`src/acmux_pkg.sv`:
```
// package for the single amplifier control and input multiplexer register at offset 0x03C
package acmux_pkg;
  localparam logic [11:0] CSR_OFFSET = 12'h03C;
  localparam logic [31:0] CSR_RESET = 32'h00000000;
  localparam logic [31:0] CSR_WMASK = 32'hBFFFFFEF;
  localparam int LOCK_BIT = 31;
  localparam int CALOUT_BIT = 30;
  localparam int REFOUT_BIT = 29;
  localparam int NTRIM_LSB = 24;
  localparam int PTRIM_LSB = 19;
  localparam int UTRIM_BIT = 18;
  localparam int GAIN_LSB = 14;
  localparam int CAL_REFERENCE_SELECT_LSB = 12;
  localparam int CAL_MODE_ENABLE_BIT = 11;
  localparam int SNI_LSB = 9;
  localparam int SINV_BIT = 8;
  localparam int TMUX_BIT = 7;
  localparam int PINV_LSB = 5;
  localparam int PNI_LSB = 2;
  localparam int FORCE_BIT = 1;
  localparam int EN_BIT = 0;

  typedef struct packed {
    logic [31:0] csr;
    logic pready;
    logic pslverr;
    logic [31:0] prdata;
    logic [1:0] noninvSel;
    logic [1:0] invSel;
    logic [1:0] gain;
    logic [1:0] fbPin;
    logic [4:0] nTrim;
    logic [4:0] pTrim;
    logic [1:0] refLevel;
    logic calBoth;
    logic forceNi;
    logic refOutEn;
    logic ampOn;
  } acmux_state_t;
endpackage : acmux_pkg

```
`src/acmux_ctrl.sv`:
```
// amplifier control register with timer driven input multiplexing
module acmux_ctrl (
  input wire logic core_clk,
  input wire logic sys_rst,
  input wire logic clkEn,
  input wire logic psel,
  input wire logic penable,
  input wire logic pwrite,
  input wire logic [11:0] paddr,
  input wire logic [31:0] pwdata,
  input wire logic [3:0] pstrb,
  output logic pready,
  output logic [31:0] prdata,
  output logic pslverr,
  input wire logic timerCompareSixOutput,
  input wire logic calCompareIn,
  output logic [1:0] noninvSel,
  output logic [1:0] invSel,
  output logic [1:0] gainSel,
  output logic [1:0] feedbackPin,
  output logic [4:0] nmosTrim,
  output logic [4:0] pmosTrim,
  output logic [1:0] calReferenceSelect,
  output logic calBothInputs,
  output logic forceReferenceNoninv,
  output logic referenceOutputOn,
  output logic amplifierEnable
);
  acmux_pkg::acmux_state_t state_ff;
  acmux_pkg::acmux_state_t nxt_state;
  logic [31:0] strbMask;
  logic [31:0] wrMask;
  logic [31:0] csrView;
  logic useSecondary;
  logic hit;

  always_comb
  begin
    nxt_state = state_ff;
    strbMask = {{8{pstrb[3]}}, {8{pstrb[2]}}, {8{pstrb[1]}}, {8{pstrb[0]}}};
    hit = (paddr == acmux_pkg::CSR_OFFSET);
    csrView = state_ff.csr;
    csrView[acmux_pkg::CALOUT_BIT] = calCompareIn;
    wrMask = acmux_pkg::CSR_WMASK & strbMask;
    nxt_state.pready = 1'b0;
    nxt_state.pslverr = 1'b0;
    if (psel && !penable)
    begin
      nxt_state.pready = 1'b1;
      nxt_state.pslverr = !hit;
      nxt_state.prdata = (hit && !pwrite) ? csrView : 32'h00000000;
    end
    // write lands only at the edge where the master samples pready high
    if (psel && penable && state_ff.pready && hit && pwrite
        && !state_ff.csr[acmux_pkg::LOCK_BIT])
    begin
      nxt_state.csr = (state_ff.csr & ~wrMask) | (pwdata & wrMask);
    end
    useSecondary = state_ff.csr[acmux_pkg::TMUX_BIT] && timerCompareSixOutput;
    if (useSecondary)
    begin
      nxt_state.noninvSel = state_ff.csr[acmux_pkg::SNI_LSB +: 2];
      nxt_state.invSel = {1'b0, state_ff.csr[acmux_pkg::SINV_BIT]};
    end
    else
    begin
      nxt_state.noninvSel = state_ff.csr[acmux_pkg::PNI_LSB +: 2];
      nxt_state.invSel = state_ff.csr[acmux_pkg::PINV_LSB +: 2];
    end
    nxt_state.gain = state_ff.csr[acmux_pkg::GAIN_LSB +: 2];
    if (state_ff.csr[acmux_pkg::GAIN_LSB + 3])
      nxt_state.fbPin = state_ff.csr[acmux_pkg::GAIN_LSB + 2] ? 2'h2 : 2'h1;
    else
      nxt_state.fbPin = 2'h0;
    nxt_state.nTrim = state_ff.csr[acmux_pkg::UTRIM_BIT] ?
      state_ff.csr[acmux_pkg::NTRIM_LSB +: 5] : 5'h00;
    nxt_state.pTrim = state_ff.csr[acmux_pkg::UTRIM_BIT] ?
      state_ff.csr[acmux_pkg::PTRIM_LSB +: 5] : 5'h00;
    nxt_state.refLevel = state_ff.csr[acmux_pkg::CAL_REFERENCE_SELECT_LSB +: 2];
    nxt_state.calBoth = state_ff.csr[acmux_pkg::CAL_MODE_ENABLE_BIT];
    nxt_state.forceNi = state_ff.csr[acmux_pkg::FORCE_BIT];
    nxt_state.refOutEn = !state_ff.csr[acmux_pkg::REFOUT_BIT];
    nxt_state.ampOn = state_ff.csr[acmux_pkg::EN_BIT];
  end

  always_ff @(posedge core_clk)
  begin
    if (sys_rst)
      state_ff <= '0;
    else if (clkEn)
      state_ff <= nxt_state;
  end

  assign pready = state_ff.pready;
  assign prdata = state_ff.prdata;
  assign pslverr = state_ff.pslverr;
  assign noninvSel = state_ff.noninvSel;
  assign invSel = state_ff.invSel;
  assign gainSel = state_ff.gain;
  assign feedbackPin = state_ff.fbPin;
  assign nmosTrim = state_ff.nTrim;
  assign pmosTrim = state_ff.pTrim;
  assign calReferenceSelect = state_ff.refLevel;
  assign calBothInputs = state_ff.calBoth;
  assign forceReferenceNoninv = state_ff.forceNi;
  assign referenceOutputOn = state_ff.refOutEn;
  assign amplifierEnable = state_ff.ampOn;

  lock_holds_a: assert property (@(posedge core_clk) disable iff (sys_rst)
    $past(state_ff.csr[31]) && $past(clkEn) |-> state_ff.csr == $past(state_ff.csr))
    else $error("locked register changed");
  secondary_sel_a: assert property (@(posedge core_clk) disable iff (sys_rst)
    clkEn && state_ff.csr[7] && timerCompareSixOutput |=> noninvSel == $past(state_ff.csr[10:9]))
    else $error("secondary selection not applied");
  primary_sel_a: assert property (@(posedge core_clk) disable iff (sys_rst)
    clkEn && !state_ff.csr[7] |=> invSel == $past(state_ff.csr[6:5]))
    else $error("primary selection not applied");
  trim_gate_a: assert property (@(posedge core_clk) disable iff (sys_rst)
    clkEn && !state_ff.csr[18] |=> nmosTrim == 5'h00 && pmosTrim == 5'h00)
    else $error("trim applied while user trim off");
  feedback_a: assert property (@(posedge core_clk) disable iff (sys_rst)
    clkEn && state_ff.csr[17:16] == 2'h3 |=> feedbackPin == 2'h2)
    else $error("feedback routing wrong");
  refout_a: assert property (@(posedge core_clk) disable iff (sys_rst)
    clkEn |=> referenceOutputOn == !$past(state_ff.csr[29]))
    else $error("reference output polarity wrong");
  calout_a: assert property (@(posedge core_clk) disable iff (sys_rst)
    clkEn && psel && !penable && !pwrite && paddr == 12'h03C |=> prdata[30] == $past(calCompareIn))
    else $error("comparator status not read back");
  enable_a: assert property (@(posedge core_clk) disable iff (sys_rst)
    clkEn |=> amplifierEnable == $past(state_ff.csr[0]))
    else $error("enable does not follow register");
endmodule : acmux_ctrl

```
`config.mk`:
```
export PLATFORM = sky130hd
export DESIGN_NAME = acmux_ctrl
export DESIGN_NICKNAME = d
export VERILOG_FILES = /design/src/acmux_pkg.sv /design/src/acmux_ctrl.sv
export SDC_FILE = /design/constraint.sdc
export NUM_CORES = 1
export LEC_CHECK = 0
export BUFFER_PORTS_ARGS = -buffer_cell sky130_fd_sc_hd__buf_2
export CORE_MARGIN = 4
export CORE_UTILIZATION = 49
export DETAILED_ROUTE_END_ITERATION = 10
export PLACE_DENSITY_LB_ADDON = 0.2
export SLEW_MARGIN = 20
export SYNTH_ARGS = -nofsm -noshare
export SYNTH_HDL_FRONTEND = slang
export SYNTH_SLANG_ARGS = --single-unit
```
`constraint.sdc`:
```
create_clock -name core_clk -period 1.66 [get_ports core_clk]
set_clock_uncertainty 0.1 [all_clocks]
set_input_delay 0.166 -clock core_clk [delete_from_list [all_inputs] [get_ports core_clk]]
set_output_delay 0.166 -clock core_clk [all_outputs]
set_load 0.1 [all_outputs]
```
---- Yosys cells after proc, flatten, opt, wreduce, memory -nomap -nowiden ----
Cells that the tools add are included.
operators by class
  $add $sub $neg .......................... 0
  multipliers ............................. 0
  div/mod/pow operators ................... 0
  magnitude comparators ................... 0
  equality and inequality tests ........... 1
  shift operators ......................... 0
  muxes and demuxes ....................... 7
  bitwise operators ....................... 4
  reduce and logical (&&, ||, !) cells .... 15
operators with widths
  cell                   number
  $and A32 B32 Y32       2
  $mux W34               1
  $mux W32               1
  $not A32 Y32           1
  $or A32 B32 Y32        1
  $eq A12 B6 Y1 const B  1
  $mux W5                2
  $logic_and A1 B1 Y1    8
  $logic_not A1 Y1       5
  $mux W2                2
  $mux W4                1
  $reduce_and A2 Y1      2
word-level totals
  bits in registers ....................... 90
  bits in latches ......................... 0
  RAM bits ................................ 0
  memory bits (read-only) ................. 0
  input bits .............................. 56
  output and inout port bits .............. 58
  word-level logic and storage cells ...... 42
  memories ................................ 0

---- Logic depth before layout (Yosys ltp) ----
  depth after elaboration ................. 6
  depth in mapped cells ................... 7
  depth with buffers taken out ............ 4

---- Worst setup path before layout ----
No wires, ideal clock.
  kind .................................... flip-flop to flip-flop
  from .................................... register state_ff, in the netlist pready
  to ...................................... register with a tool-made name
  library setup time ...................... 0.070 ns
  arrival ................................. 1.870 ns
  required time ........................... 1.490 ns
  path slack .............................. -0.380 ns
  cell stages (with the launch flop) ...... 6
  buffers on the path ..................... 1
  period minus slack after synthesis ...... 2.040 ns
  cell sequence ........................... dfxtp_1 and4b_1 and2_1 buf_2 nand4_1 a21oi_1
RTL lines
  element                 line              source
  start, declared         acmux_ctrl.sv:29  acmux_pkg::acmux_state_t state_ff;
  start signal, assigned  acmux_ctrl.sv:91  state_ff <= nxt_state;

==> impl_metrics.ini <==
[floorplan]
die_x_um = 89.3
core_region_area_mm2 = 0.00639
ioPinCount = 114
die_area_mm2 = 0.00797
start_util_pct = 50.7
die_h_um = 89.3
fp-row-count = 29

[sta]
period_needed_ns = 1.55
finalSetupViolCount = 0
final_max_slew_viol_count = 0
period_share_pct = 93.4
fin_setup_tns_ns = 0
finalHoldViolCount = 0
fmax_ghz = 0.645
rsz0062_at_grt = no

[final_layout]
stdcell_area_mm2 = 0.00432
postLayoutCoreUtil_pct = 67.7
drive_above_1_share_pct = 30.6
fin_nets = 518
diodes = 0
syn2layout_area_growth_pct = 33.6

[clock_network]
cts_setup_buffers = 0
hold_buffers = 31
clkTransAtPathRegs_ns = 0.08
htreeDepth = 3
cts_tree = built
clockBufferDepth = 2
cts-root-buf = clkbuf_8
cts_buffers = 9
clk_latency_ns = 0.35
cts.sinks = 87
cts_resized = 0

[yosys]
synthCells = 330
synthFlopType = dfxtp_1
avgSynthCellArea_um2 = 9.80
synthTopCellsByArea = dfxtp_1, a22o_1, a21oi_1, nand4_1, o21ai_0
ys_warn_count = 0
ys_types = 28
synth_common_cells = dfxtp_1, a21oi_1, a22o_1
async_flop_share_pct = 0
synth_top_area_share_pct = 53.8
syn-num-nets = 386
synth-seq-cells = 87
yosysMostFrequentCell = dfxtp_1
yosysTopAreaCell = dfxtp_1
ys_seq_area_share_pct = 53.8
synth.cell_area_mm2 = 0.00324
synth_edf_count = 0

[detailed_routing]
postRouteAntennaNets = 0
vias_per_cell = 5.59
wirelength_um = 9070
first_pass_iters = 4
drc = 0
drtIter0Drc = 140
route.vias.total = 3039
routedWlPerCell_um = 16.7

[power_and_ir_drop]
p_per_area_mw_per_mm2 = 863
power.total_mw = 3.73
p_leak_nw = 1.84
irDropWorstVdd_v = 0.000554

[global_routing]
gr-total-overflow = 0
grt_pass1_wl_um = 14100
antenna_found_initial = 0
grt_start_max_net_pins = 37
grt_pass1_vias = 2931
grt_usage_pct = 23.1

[critical_path]
worstPathArrival_ns = 1.73
startpoint_type = flop
worst-setup-path-type = reg -> reg
worstPathMaxFanout = 15
cp-end-kind = flop
required_ns = 1.84
ff2ff_path_depth = 5

[placed_design]
gp_congestion = 0.892
placed_area_mm2 = 0.00384
port_buffers = 110
dp_hpwl_um = 5870

[outcome]
status = completed

[worst_hold_path]
min_path_cells = 3
hp-class = in -> reg

[flow_run]
max_cap_violations = 0
## worst paths after layout
| path | startpoint | endpoint | slack, ns |
|---|---|---|---|
| setup / recovery | flop | flop | 0.11 |
| setup reg to reg | flop | flop | 0.11 |
| hold / removal | timerCompareSixOutput | noninvSel[0] | 0.04 |
| hold reg to reg | pmosTrim[0] | pmosTrim[0] | 0.37 |
## cells in the final DEF (no fill, tap or decap), types with 7 or more instances in the layout
cell and instances:
dlygate4sd3_1 31, nor2_1 21, nand2b_1 7, nor2b_1 10, a22o_1 31, mux2i_1 7, clkbuf_8 11, nand4_1 29
o21ai_0 29, buf_4 10, dfxtp_1 86, buf_2 110, nand3_1 11, a21oi_1 44
## where the power goes
part | total [mW] | internal, mW | switching [mW]
Sequential | 2.09 | 2.09 | 0.00349
Clock | 1.33 | 0.622 | 0.707
Combinational | 0.310 | 0.128 | 0.182
## stage by stage
stage                     hold slack, ns  worst slack [ns]  cells
after floorplan                    0.192             0.109    330
after global placement             0.277             0.122    497
after detailed placement           0.294            0.0814    497
after CTS                         0.0268             0.117    544
after global routing              0.0379          0.000776    544
final                             0.0382             0.110    544
## per-layer routing
layer | GRT usage [%] | share of wire (%) | vias up
met5 | 0 | 0 | -
met4 | 15.7 | 4.2 | 0
met3 | 5.62 | 7.5 | 32
met2 | 34.4 | 45 | 138
met1 | 29.5 | 43 | 1388
li1 | - | - | 1481
## critical path, cell delays in order, from the launching register on
cell and delay [ns]:
dfxtp_1 0.33, and4b_1 0.37, and2_1 0.18, buf_4 0.21
nand4_1 0.13, a21oi_1 0.16
## kinds of logic after synthesis
logic type             share of synthesized area (%)
and+or+nand+nor                                 17.7
DFF                                             53.8
other                                          0.116
AOI/OAI and AO/OA                               21.0
muxes                                           2.17
buffers and inverters                           5.14
## final cells by class
class	instances	area, um^2
Tap cell	77	96.3
Clock buffer	13	159
Fill cell	533	2060
Timing Repair Buffer	153	976
Multi-Input combinational cell	211	1330
Clock inverter	3	17.5
Sequential cell	87	1750
(Power assumes the default switching activity.)
